**src/iwd_pkg.sv**
```systemverilog
// Package with field layout, opcode classes, timing counts and state types of the instruction word decoder
package iwd_pkg;

   // Instruction word layout
   localparam int WORD_W        = 24;
   localparam int OPC_HI        = 23;
   localparam int OPC_LO        = 16;
   localparam int BASE_HI       = 15;
   localparam int BASE_LO       = 12;
   localparam int DMODE_HI      = 11;
   localparam int DMODE_LO      = 10;
   localparam int DREG_HI       = 9;
   localparam int DREG_LO       = 6;
   localparam int SMODE_HI      = 5;
   localparam int SMODE_LO      = 4;
   localparam int SREG_HI       = 3;
   localparam int SREG_LO       = 0;
   localparam int BYTE_BIT      = 14;
   localparam int FDEST_BIT     = 13;
   localparam int FADDR_HI      = 12;
   localparam int FADDR_LO      = 0;
   localparam int BITIND_BIT    = 11;
   localparam int TEN_BIT_LITERAL_HI      = 13;
   localparam int TEN_BIT_LITERAL_LO      = 4;
   localparam int LIT5_HI       = 8;
   localparam int LIT5_LO       = 4;
   localparam int EXT_HI        = 15;
   localparam int EXT_LO        = 0;

   // Opcodes with a fixed meaning; others are grouped by range in the class table
   localparam logic [7:0] OP_NOP           = 8'h00;
   localparam logic [7:0] OP_BRANCH_ALWAYS = 8'h01;
   localparam logic [7:0] OP_CALL_IND      = 8'h02;
   localparam logic [7:0] OP_GOTO_IND      = 8'h03;
   localparam logic [7:0] OP_CALL_LONG     = 8'h04;
   localparam logic [7:0] OP_GOTO_LONG     = 8'h05;
   localparam logic [7:0] OP_MOVE_DOUBLE   = 8'h06;
   localparam logic [7:0] OP_RETURN        = 8'h07;
   localparam logic [7:0] OP_RETURN_INT    = 8'h08;
   localparam logic [7:0] OP_TABLE_FIRST   = 8'h0A;
   localparam logic [7:0] OP_TABLE_LAST    = 8'h0D;
   localparam logic [7:0] OP_COND_FIRST    = 8'h10;
   localparam logic [7:0] OP_COND_LAST     = 8'h1F;
   localparam logic [7:0] OP_SKIP_FIRST    = 8'h20;
   localparam logic [7:0] OP_SKIP_LAST     = 8'h27;
   localparam logic [7:0] OP_FILE_FIRST    = 8'h40;
   localparam logic [7:0] OP_FILE_LAST     = 8'h5F;
   localparam logic [7:0] OP_DEFAULT_WORKING_REG_FIRST    = 8'h60;
   localparam logic [7:0] OP_DEFAULT_WORKING_REG_LAST     = 8'h8F;
   localparam logic [7:0] OP_BIT_FIRST     = 8'h90;
   localparam logic [7:0] OP_BIT_LAST      = 8'hA7;
   localparam logic [7:0] OP_LIT_FIRST     = 8'hB0;
   localparam logic [7:0] OP_LIT_LAST      = 8'hBF;
   localparam logic [7:0] OP_LIT3_FIRST    = 8'hC0;
   localparam logic [7:0] OP_LIT3_LAST     = 8'hCF;

   // Instruction classes
   typedef enum logic [3:0] {
      CL_NOP    = 4'h0,
      CL_PLAIN  = 4'h1,
      CL_FILE   = 4'h2,
      CL_DEFAULT_WORKING_REG   = 4'h3,
      CL_BIT    = 4'h4,
      CL_LIT    = 4'h5,
      CL_LIT3   = 4'h6,
      CL_COND   = 4'h7,
      CL_JUMP2  = 4'h8,
      CL_JUMP3  = 4'h9,
      CL_SKIP   = 4'hA,
      CL_DOUBLE = 4'hB
   } iwd_class_type;

   // Added no-operation cycles per class
   localparam logic [1:0] EXTRA_COND   = 2'h1;
   localparam logic [1:0] EXTRA_JUMP2  = 2'h1;
   localparam logic [1:0] EXTRA_JUMP3  = 2'h2;
   localparam logic [1:0] EXTRA_DOUBLE = 2'h1;
   localparam logic [7:0] BYTE_LIT_MASK = 8'hFF;

   // Sequencer states
   typedef enum logic [7:0] {
      ST_FETCH   = 8'h01,
      ST_CLASS   = 8'h02,
      ST_FETCH2  = 8'h04,
      ST_ISSUE   = 8'h08,
      ST_EXTRA   = 8'h10,
      ST_SKIPF   = 8'h20,
      ST_SKIPCLS = 8'h40,
      ST_SKIP2   = 8'h80
   } iwd_state_type;

   // All state of the decoder
   typedef struct packed {
      iwd_state_type state;
      logic [23:0]   word;
      iwd_class_type cls;
      logic [1:0]    extra;
      logic          fetchReady;
      logic          execValid;
      logic          execNop;
      logic [7:0]    opcode;
      logic [3:0]    baseReg;
      logic [3:0]    srcReg;
      logic [1:0]    srcMode;
      logic [3:0]    dstReg;
      logic [1:0]    dstMode;
      logic [12:0]   fileAddr;
      logic          destIsFile;
      logic          byteMode;
      logic [3:0]    bitPos;
      logic          bitIndirect;
      logic [9:0]    literal;
      logic [15:0]   extWord;
      logic          secondWordError;
   } iwd_regs_type;

   localparam iwd_regs_type REGS_RESET = '{state: ST_FETCH, cls: CL_NOP, fetchReady: 1'b1, default: '0};

endpackage

```
**src/iwd_class_rom.sv**
```systemverilog
// Opcode to instruction class lookup with registered output
`timescale 1ns/1ns
module iwd_class_rom
   import iwd_pkg::*;
(
   input  wire logic          clock,
   input  wire logic          resetn,
   input  wire logic [7:0]    opcode,
   output iwd_class_type      opClass
);

   iwd_class_type next_opClass;

   // Class by opcode
   always_comb begin
      next_opClass = CL_PLAIN;
      if (opcode == OP_NOP) begin
         next_opClass = CL_NOP;
      end else if (opcode == OP_BRANCH_ALWAYS || opcode == OP_CALL_IND || opcode == OP_GOTO_IND) begin
         next_opClass = CL_JUMP2;
      end else if (opcode == OP_CALL_LONG || opcode == OP_GOTO_LONG || opcode == OP_MOVE_DOUBLE) begin
         next_opClass = CL_DOUBLE;
      end else if (opcode == OP_RETURN || opcode == OP_RETURN_INT) begin
         next_opClass = CL_JUMP3;
      end else if (opcode >= OP_TABLE_FIRST && opcode <= OP_TABLE_LAST) begin
         next_opClass = CL_JUMP3;
      end else if (opcode >= OP_COND_FIRST && opcode <= OP_COND_LAST) begin
         next_opClass = CL_COND;
      end else if (opcode >= OP_SKIP_FIRST && opcode <= OP_SKIP_LAST) begin
         next_opClass = CL_SKIP;
      end else if (opcode >= OP_FILE_FIRST && opcode <= OP_FILE_LAST) begin
         next_opClass = CL_FILE;
      end else if (opcode >= OP_DEFAULT_WORKING_REG_FIRST && opcode <= OP_DEFAULT_WORKING_REG_LAST) begin
         next_opClass = CL_DEFAULT_WORKING_REG;
      end else if (opcode >= OP_BIT_FIRST && opcode <= OP_BIT_LAST) begin
         next_opClass = CL_BIT;
      end else if (opcode >= OP_LIT_FIRST && opcode <= OP_LIT_LAST) begin
         next_opClass = CL_LIT;
      end else if (opcode >= OP_LIT3_FIRST && opcode <= OP_LIT3_LAST) begin
         next_opClass = CL_LIT3;
      end
   end

   // Registered read
   always_ff @(posedge clock or negedge resetn) begin
      if (!resetn) begin
         opClass <= CL_NOP;
      end else begin
         opClass <= next_opClass;
      end
   end

endmodule

```
**src/iwd_decoder.sv**
```systemverilog
// Instruction word decoder and cycle sequencer between program memory and datapath
// Notes on behaviour
// [RL1] A single word is 24 bits; top 8 bits are the opcode, rest operands.
// [RL2] Exactly three opcodes are double-word; both words are fetched before issue.
// [RL3] Second word has a zero top byte; its low 16 bits are extra operand.
// [RL4] A second word reached alone decodes as opcode zero and executes as no-operation.
// [RL5] Single word takes one cycle; two when its condition is true, extra one a no-op.
// [RL6] Branch, indirect jumps and calls, table access and returns take two or three cycles.
// [RL7] A taken skip costs two cycles over a single word, three over a double word.
// [RL8] Double-word instructions take two instruction cycles.
// [RL9] File instructions decode a file address and a file or default register destination.
// [RL10] Register instructions decode base, source with mode and destination with mode.
// [RL11] Bit instructions decode a target and a bit from literal or base register.
// [RL12] Literal arithmetic combines base and literal; separate destination only in the three-field form.
// [RL13] Ten-bit literal is limited to a byte in byte mode, full range in word mode.
// [RL14] Register fields select one of sixteen working registers.
`timescale 1ns/1ns
module iwd_decoder
   import iwd_pkg::*;
(
   input  wire logic          clock,
   input  wire logic          resetn,
   input  wire logic [23:0]   fetchWord,
   input  wire logic          fetchValid,
   output logic               fetchReady,
   input  wire logic          condTrue,
   output logic               execValid,
   output logic               execNop,
   output iwd_class_type      execClass,
   output logic [7:0]         execOpcode,
   output logic [3:0]         execBaseReg,
   output logic [3:0]         execSrcReg,
   output logic [1:0]         execSrcMode,
   output logic [3:0]         execDstReg,
   output logic [1:0]         execDstMode,
   output logic [12:0]        execFileAddr,
   output logic               execDestIsFile,
   output logic               execByteMode,
   output logic [3:0]         execBitPos,
   output logic               execBitIndirect,
   output logic [9:0]         execLiteral,
   output logic [15:0]        execExtWord,
   output logic               execSecondWordError
);

   iwd_regs_type  q;
   iwd_regs_type  next_q;
   iwd_class_type romClass;
   logic [1:0]    nopCount;
   logic          skipTaken;
   logic [23:0]   w;

   // Class lookup of the word on the fetch port
   iwd_class_rom classRom (
      .clock   (clock),
      .resetn  (resetn),
      .opcode  (fetchWord[OPC_HI:OPC_LO]),
      .opClass (romClass)
   );

   // Next state and decoded fields
   always_comb begin
      next_q = q;
      next_q.execValid = 1'b0;
      next_q.execNop = 1'b0;
      nopCount = 2'h0;
      skipTaken = 1'b0;
      w = q.word;
      unique case (q.state)
         ST_FETCH: begin
            if (fetchValid) begin
               next_q.word = fetchWord;
               next_q.state = ST_CLASS;
            end
         end
         ST_CLASS: begin
            next_q.cls = romClass;
            next_q.opcode = w[OPC_HI:OPC_LO]; // RL1
            next_q.baseReg = w[BASE_HI:BASE_LO]; // RL14
            next_q.dstMode = w[DMODE_HI:DMODE_LO];
            next_q.dstReg = w[DREG_HI:DREG_LO];
            next_q.srcMode = w[SMODE_HI:SMODE_LO];
            next_q.srcReg = w[SREG_HI:SREG_LO];
            next_q.fileAddr = w[FADDR_HI:FADDR_LO];
            next_q.destIsFile = w[FDEST_BIT];
            next_q.byteMode = w[BYTE_BIT];
            next_q.bitPos = w[BASE_HI:BASE_LO];
            next_q.bitIndirect = 1'b0;
            next_q.literal = 10'h000;
            next_q.extWord = 16'h0000;
            next_q.secondWordError = 1'b0;
            unique case (romClass)
               CL_FILE: begin
                  // File address plus file or default register destination
                  next_q.byteMode = w[BYTE_BIT]; // RL9
               end
               CL_DEFAULT_WORKING_REG: begin
                  next_q.fileAddr = 13'h0000; // RL10
               end
               CL_BIT: begin
                  // Bit number from literal or from the base register
                  next_q.bitIndirect = w[BITIND_BIT]; // RL11
                  next_q.bitPos = w[BITIND_BIT] ? 4'h0 : w[BASE_HI:BASE_LO]; // RL11
               end
               CL_LIT: begin
                  // Destination is the base register itself
                  next_q.baseReg = w[SREG_HI:SREG_LO]; // RL12
                  next_q.dstReg = w[SREG_HI:SREG_LO]; // RL12
                  next_q.dstMode = 2'h0;
                  next_q.literal = w[BYTE_BIT] ? (w[TEN_BIT_LITERAL_HI:TEN_BIT_LITERAL_LO] & {2'h0, BYTE_LIT_MASK})
                                               : w[TEN_BIT_LITERAL_HI:TEN_BIT_LITERAL_LO]; // RL13
               end
               CL_LIT3: begin
                  next_q.literal = {5'h00, w[LIT5_HI:LIT5_LO]}; // RL12
               end
               default: begin
               end
            endcase
            if (romClass == CL_DOUBLE) begin
               next_q.state = ST_FETCH2; // RL2
            end else begin
               next_q.execValid = 1'b1;
               next_q.execNop = (romClass == CL_NOP); // RL4
               next_q.state = ST_ISSUE;
            end
         end
         ST_FETCH2: begin
            // Issue only once the second word is in
            if (fetchValid) begin
               next_q.extWord = fetchWord[EXT_HI:EXT_LO]; // RL3
               next_q.secondWordError = |fetchWord[OPC_HI:OPC_LO]; // RL3
               next_q.execValid = 1'b1; // RL2
               next_q.state = ST_ISSUE;
            end
         end
         ST_ISSUE: begin
            // Cycle count from class and condition
            unique case (q.cls)
               CL_COND:   nopCount = condTrue ? EXTRA_COND : 2'h0; // RL5
               CL_JUMP2:  nopCount = EXTRA_JUMP2; // RL6
               CL_JUMP3:  nopCount = EXTRA_JUMP3; // RL6
               CL_DOUBLE: nopCount = EXTRA_DOUBLE; // RL8
               CL_SKIP:   skipTaken = condTrue; // RL7
               default:   nopCount = 2'h0; // RL5
            endcase
            if (skipTaken) begin
               next_q.state = ST_SKIPF;
            end else if (nopCount != 2'h0) begin
               next_q.extra = nopCount;
               next_q.execValid = 1'b1;
               next_q.execNop = 1'b1; // RL5
               next_q.state = ST_EXTRA;
            end else begin
               next_q.state = ST_FETCH;
            end
         end
         ST_EXTRA: begin
            next_q.extra = q.extra - 2'h1;
            if (q.extra == 2'h1) begin
               next_q.state = ST_FETCH;
            end else begin
               next_q.execValid = 1'b1;
               next_q.execNop = 1'b1; // RL6
            end
         end
         ST_SKIPF: begin
            // Skipped word is consumed as a no-operation cycle
            if (fetchValid) begin
               next_q.execValid = 1'b1;
               next_q.execNop = 1'b1; // RL7
               next_q.state = ST_SKIPCLS;
            end
         end
         ST_SKIPCLS: begin
            next_q.state = (romClass == CL_DOUBLE) ? ST_SKIP2 : ST_FETCH; // RL7
         end
         ST_SKIP2: begin
            // Hold off fetch for the cycle of this last no-operation pulse
            if (fetchValid) begin
               next_q.execValid = 1'b1;
               next_q.execNop = 1'b1; // RL7
               next_q.extra = 2'h1;
               next_q.state = ST_EXTRA;
            end
         end
         default: begin
            next_q.state = ST_FETCH;
         end
      endcase
      next_q.fetchReady = (next_q.state == ST_FETCH) || (next_q.state == ST_FETCH2)
                          || (next_q.state == ST_SKIPF) || (next_q.state == ST_SKIP2);
   end

   // State register
   always_ff @(posedge clock or negedge resetn) begin
      if (!resetn) begin
         q <= REGS_RESET;
      end else begin
         q <= next_q;
      end
   end

   // Outputs straight from the state register
   assign fetchReady          = q.fetchReady;
   assign execValid           = q.execValid;
   assign execNop             = q.execNop;
   assign execClass           = q.cls;
   assign execOpcode          = q.opcode;
   assign execBaseReg         = q.baseReg;
   assign execSrcReg          = q.srcReg;
   assign execSrcMode         = q.srcMode;
   assign execDstReg          = q.dstReg;
   assign execDstMode         = q.dstMode;
   assign execFileAddr        = q.fileAddr;
   assign execDestIsFile      = q.destIsFile;
   assign execByteMode        = q.byteMode;
   assign execBitPos          = q.bitPos;
   assign execBitIndirect     = q.bitIndirect;
   assign execLiteral         = q.literal;
   assign execExtWord         = q.extWord;
   assign execSecondWordError = q.secondWordError;

endmodule

```
**config.mk**
```make
export PLATFORM = sky130hd
export DESIGN_NAME = iwd_decoder
export DESIGN_NICKNAME = d
export VERILOG_FILES = /design/src/iwd_pkg.sv /design/src/iwd_class_rom.sv /design/src/iwd_decoder.sv
export SDC_FILE = /design/constraint.sdc
export NUM_CORES = 1
export LEC_CHECK = 0
export ABC_AREA = 1
export ABC_CLOCK_PERIOD_IN_PS = 1850
export BUFFER_PORTS_ARGS = -buffer_cell sky130_fd_sc_hd__buf_2
export CAP_MARGIN = 30
export CORE_MARGIN = 2
export CORE_UTILIZATION = 47
export DETAILED_ROUTE_END_ITERATION = 8
export GPL_ROUTABILITY_DRIVEN = 0
export GPL_TIMING_DRIVEN = 0
export HOLD_SLACK_MARGIN = 0.06
export PLACE_DENSITY = 0.69
export SYNTH_ARGS = -nofsm -noshare
export SYNTH_HDL_FRONTEND = slang
export SYNTH_SLANG_ARGS = --single-unit
export TNS_END_PERCENT = 100
```
**constraint.sdc**
```tcl
create_clock -name clock -period 1.85 [get_ports clock]
set_input_delay 0.37 -clock clock [delete_from_list [all_inputs] [get_ports clock]]
set_output_delay 0.37 -clock clock [all_outputs]
set_load 0.01 [all_outputs]
```
== Word-level counts from Yosys, hierarchy flattened ==
Cells that the tools add are included.
Word-level totals
  register bits after elaboration: 116
  input bits: 28
  output and inout bits: 78
Operators by class
  add/subtract/negate cells: 1
  $lt $le $gt $ge: 16
  equal/unequal tests: 35
  multiplexer cells: 48
  reduce and logical (&&, ||, !) cells: 27
Operators by type and width (count)
  8-bit case mux with 8 select lines: 1
  4-bit 2-to-1 mux: 14
  8-bit by 3-bit equality test with 1-bit output, second input constant: 6
  8-bit 2-to-1 mux: 6
  17-bit case mux with 2 select lines: 1
  8-bit less-or-equal comparator, second input constant: 4
  32-bit 2-to-1 mux: 1
  8-bit by 1-bit equality test with 1-bit output, second input constant: 3
  8-bit by 2-bit equality test with 1-bit output, second input constant: 3
  8-bit greater-or-equal comparator, second input constant: 3
  4-bit equality test, second input constant: 5
  10-bit case mux with 2 select lines: 1
  2-bit 2-to-1 mux: 9
  17-bit 2-to-1 mux: 1
  4-bit by 3-bit equality test with 1-bit output, second input constant: 4
  8-bit by 4-bit equality test with 1-bit output, second input constant: 2
  8-bit by 6-bit equality test with 1-bit output, second input constant: 2
  8-bit equality test, second input constant: 2
  8-bit by 7-bit greater-or-equal comparator with 1-bit output, second input constant: 2
  13-bit 2-to-1 mux: 1
  2-bit case mux with 3 select lines: 2
  10-bit 2-to-1 mux: 1
  5-bit 2-to-1 mux: 2
  8-bit by 5-bit equality test with 1-bit output, second input constant: 1
  27 further kinds: 50

== Longest topological paths before layout ==
  word-level depth: 14
  mapped depth: 10
  gate-level depth less buffers: 9

== Modules after synthesis ==
From an unflattened synthesis, not the netlist that was laid out.
Second synthesis, totals
  cell total of the unflattened synthesis: 641
  area total of the unflattened synthesis: 5564.1 sq um
By module, submodules not included
  iwd_decoder: times used 1, cells an instance 589, area each 5216.3 sq um
  iwd_class_rom: times used 1, cells an instance 52, area each 347.8 sq um

== Worst setup path before layout ==
No wires, ideal clock.
  kind: register to register
  start: register q[111] in the netlist's numbering
  end: register q, in the netlist execDestIsFile
  library setup time: 0.117 ns
  data arrival time: 1.261 ns
  data required time: 1.733 ns
  slack: 0.471 ns
  stages on the path, launching flop included: 10
  path buffers: 3
  period minus slack after synthesis: 1.379 ns
  path through: dfrtp_1 -> inv_2 -> nand2_4 -> nor2_8 -> nand2_2 -> buf_6 -> buf_6 -> buf_4 -> nand2_1 -> nand2_1
On the way
  cells in the longest elaborated chain, start to end: 1
RTL lines
  start, declared: RTL line iwd_decoder.sv:46  | iwd_regs_type q;
  start signal, assigned: RTL line iwd_decoder.sv:199  | q <= next_q;
  8-bit by 2-bit equality test with 1-bit output: RTL line iwd_decoder.sv:69  | unique case (q.state)
Every way passes these cells.
A chain may end at the register's enable or synchronous reset.

== Worst setup path after layout ==
  start: register q[104] in the netlist's numbering
  end: register q, in the netlist w[2]
On the way
  cells in the longest elaborated chain, start to end: 2
RTL lines (RTL line)
  8-bit by 1-bit equality test with 1-bit output: iwd_decoder.sv:69
  2-bit AND reduction (no line)
Every way passes these cells.

==> out/qor.yml <==
layout:
  drive_above_1_share_pct: 30.1
  regArea_um2: 2910
  nFillCells: 1023
  final_core_utilization_pct: 60.1
  multi_input_area_um2: 1810
  area_growth_pct: 23.7
  fin_nets: 825
  antenna_cells: 0
sta:
  rsz0062_at_grt: "false"
  fin_worst_skew_ps: 8.67
  slew_headroom_pct: 55.2
  max_freq_mhz: 596
  worst_pin_slew_ps: 667
  hold_viol: 0
  maxSlewViolCount: 0
  fin_crit_ps: 1680
  setup-violations-final: 0
  min_period_over_period_pct: 90.6
  fin_setup_tns_ps: 0
grt:
  grt_max_degree: 77
  antenna_found_initial: 0
  grt_pass1_vias: 4757
  track_usage_pct: 22.8
  grt_pass1_wl_um: 22800
  grt_remaining_overflow: 0
floorplanning:
  fp.dieW_um: 113
  die_h_um: 113
  core_area_um2: 11500
  dieArea_um2: 12800
  pin_count: 106
  fp-row-count: 39
  start_util_pct: 48.6
clock_tree:
  insertion_delay_ps: 410
  cts_made_buffers: 17
  max-clock-path-buffers: 2
  cts_max_level: 4
  root_buffer: "clkbuf_16"
  clkTransAtPathRegs_ps: 60
  cts_tree: "built"
  cts_sinks: 116
synthesis:
  synth_largest_area_cell: "dfrtp_1"
  synth_edf_count: 0
  ys_ff_latch: 116
  synth_top_area_share_pct: 51.0
  ys_dominant_reg_cell: "dfrtp_1"
  synth.yosys.seq_area_share_pct: 51.9
  synthAdderAreaFrac_pct: 0.224
  synth_common_cells: "nand2_1, dfrtp_1, buf_4"
  avgSynthCellArea_um2: 8.35
  synthXorXnorAreaFrac_pct: 0
  synth_mux_area_share_pct: 0
  synth_area_um2: 5590
  yosysWarnings: 0
  ys_top_cells_by_area: "dfrtp_1, nand2_1, buf_4"
  post-synth-top-count-cell: "nand2_1"
  syn-num-nets: 699
  synth_compound_area_share_pct: 8.57
  synth_top_family_by_area: "simple AND/OR/NAND/NOR gates"
  synthArstFlopShare_pct: 100
  synth_cell_type_count: 32
  synthSimpleGateAreaFrac_pct: 23.5
  syn_inst: 670
worst_setup_path:
  worst_path_dominant_cell_family: "simple AND/OR/NAND/NOR gates"
  cp.required_ps: 2180
  ff2ff_path_depth: 5
  crit_slowest_cell: "dfstp_2"
  cpPeakStageDelay_ps: 540
  cp-start-kind: "flop"
  crit_fanout: 10
  reg2reg_from: "q[104]"
  r2r-end: "w[2]"
  endpoint_kind: "flop"
  r2r_setup_slack_ps: 170
  critical_path_class: "reg2reg"
  critical_path_buf_inv_count: 1
  critPathArrivalTime_ps: 2010
  crit_chain: "nand2_1, nor2_1, nand3_2, clkbuf_1, o21ai_1"
power_and_ir_drop:
  intPower_mw: 6.97
  power_frac_clock_pct: 29.8
  ir_drop_uv: 685
  pwr-share-comb_pct: 32.1
  switching_share_pct: 35.2
  p_per_area_nw_per_um2: 1550
  power_mw: 10.8
  power_frac_seq_pct: 38.1
  cellLeakagePower_nw: 3.85
  switchingPower_mw: 3.79
place:
  place.detailed.hpwl_um: 10300
  portBuffers: 105
job:
  maxCapViolCount: 0
drt:
  drc_errors: 5
  drtIter0Drc: 264
  wl_met1_um: 6230
  routed.top_layer: "met4"
  vias_per_cell: 5.06
  drtAntennaViolNets: 0
  wl_met3_um: 809
  routed-via-count: 4816
  wl_met2_um: 6790
  wl_per_cell_um: 14.8
  dr.pass1.iters: 7
  wirelength_um: 14100
worst_hold_path:
  hold_end: "w[4]"
  worstHoldPathCells: 3
  hold_class: "in2reg"
  hp-start: "fetchWord[4]"
status:
  status: "complete, but fails checks"
  violations: "DRC"
what timing repair did:
| item | 4_1_cts | 5_1_grt |
|---|---|---|
| resized for setup | 0 | 1 |
| hold buffers | 1 | 0 |
| setup endpoints to repair | 0 | 1 |
| hold endpoints to repair | 40 | 0 |
| setup buffers | 0 | 0 |
power by group through the flow:
stage | clock (mW) | sequential (mW) | combinational [mW]
after floorplan | 0 | 3.86 | 2.39
after global placement | 0 | 4.10 | 3.34
after detailed placement | 0 | 4.12 | 3.45
after CTS | 3.22 | 4.09 | 3.48
after global routing | 3.35 | 4.19 | 3.86
final | 3.21 | 4.10 | 3.45
kinds of logic (layout without fill, tap and decap cells):
family | after synthesis | count (layout)
AOI/OAI and AO/OA | 89 | 89
adders and majority gates | 1 | 1
DFF | 116 | 116
buffers and inverters | 154 | 292
and+or+nand+nor | 310 | 310
area by class of cell:
cell class	instances	share of cell area, %
sequential	116	42.0
multi-input combinational	400	26.1
buffer	93	9.44
timing repair buffer	107	8.17
clock buffer	17	6.15
inverter	61	3.31
tap	143	2.59
clock inverter	14	2.22
cell usage in the layout (no fill, tap or decap), types with 2 or more instances in the layout:
| cell type | count |
|---|---|
| nor3_1 | 5 |
| o21ai_1 | 21 |
| o211ai_1 | 6 |
| buf_6 | 2 |
| nand2_1 | 199 |
| dfstp_2 | 2 |
| buf_2 | 115 |
| clkinvlp_4 | 3 |
| o21ai_0 | 54 |
| o31ai_1 | 4 |
| clkinv_2 | 2 |
| nor2_1 | 37 |
| clkbuf_1 | 6 |
| clkinv_4 | 4 |
| clkbuf_16 | 17 |
| inv_6 | 3 |
| nand3_1 | 51 |
| a21oi_1 | 2 |
| bufinv_16 | 2 |
| buf_4 | 74 |
| nand4_1 | 6 |
| inv_1 | 55 |
| inv_2 | 6 |
| dfrtp_1 | 114 |
| nand2_2 | 2 |
| nand3_2 | 2 |
metal layers:
metal	track usage (%)	vias up
met3	4.82	24
met1	31.1	2311
met2	37.0	158
li1	-	2323
met5	0	-
met4	7.07	0
worst max path at each step:
stage | start | endpoint | slack, ps | depth (start not counted)
global route | q[104] | w[2] | 50 | 5
global placement | resetn | execValid | -900 | 1
CTS | q[104] | w[2] | 160 | 5
detailed placement | q[104] | execExtWord[12] | 180 | 6
finish | q[104] | w[2] | 170 | 5
floorplan | q[111] | execDestIsFile | 470 | 9
through the flow:
stage,worst slack [ps],hold WS (ps),instance area [um2],std cells
2_1_floorplan,471,74.4,5590,670
3_3_place_gp,-900,464,6300,918
3_5_place_dp,181,394,6330,919
4_1_cts,165,209,6920,951
5_1_grt,45.0,218,6920,951
6_report,173,213,6920,951
registers in the layout, summed over array words and instances (netlist names), 2 cells and up:
| signal | cells |
|---|---|
| execDstMode | 2 |
| execBitPos | 4 |
| classRom.opClass | 4 |
| q | 10 |
| w | 24 |
| execClass | 4 |
| execLiteral | 10 |
| execSrcMode | 2 |
| execFileAddr | 13 |
| execBaseReg | 4 |
| execOpcode | 8 |
| execDstReg | 4 |
| execSrcReg | 4 |
| execExtWord | 16 |
worst min-delay path: cells and delay by family:
family	cells	cell delay, ps
buf+inv	2	160
compound gates	1	60
Note: power is estimated with default switching activity, not from simulation.
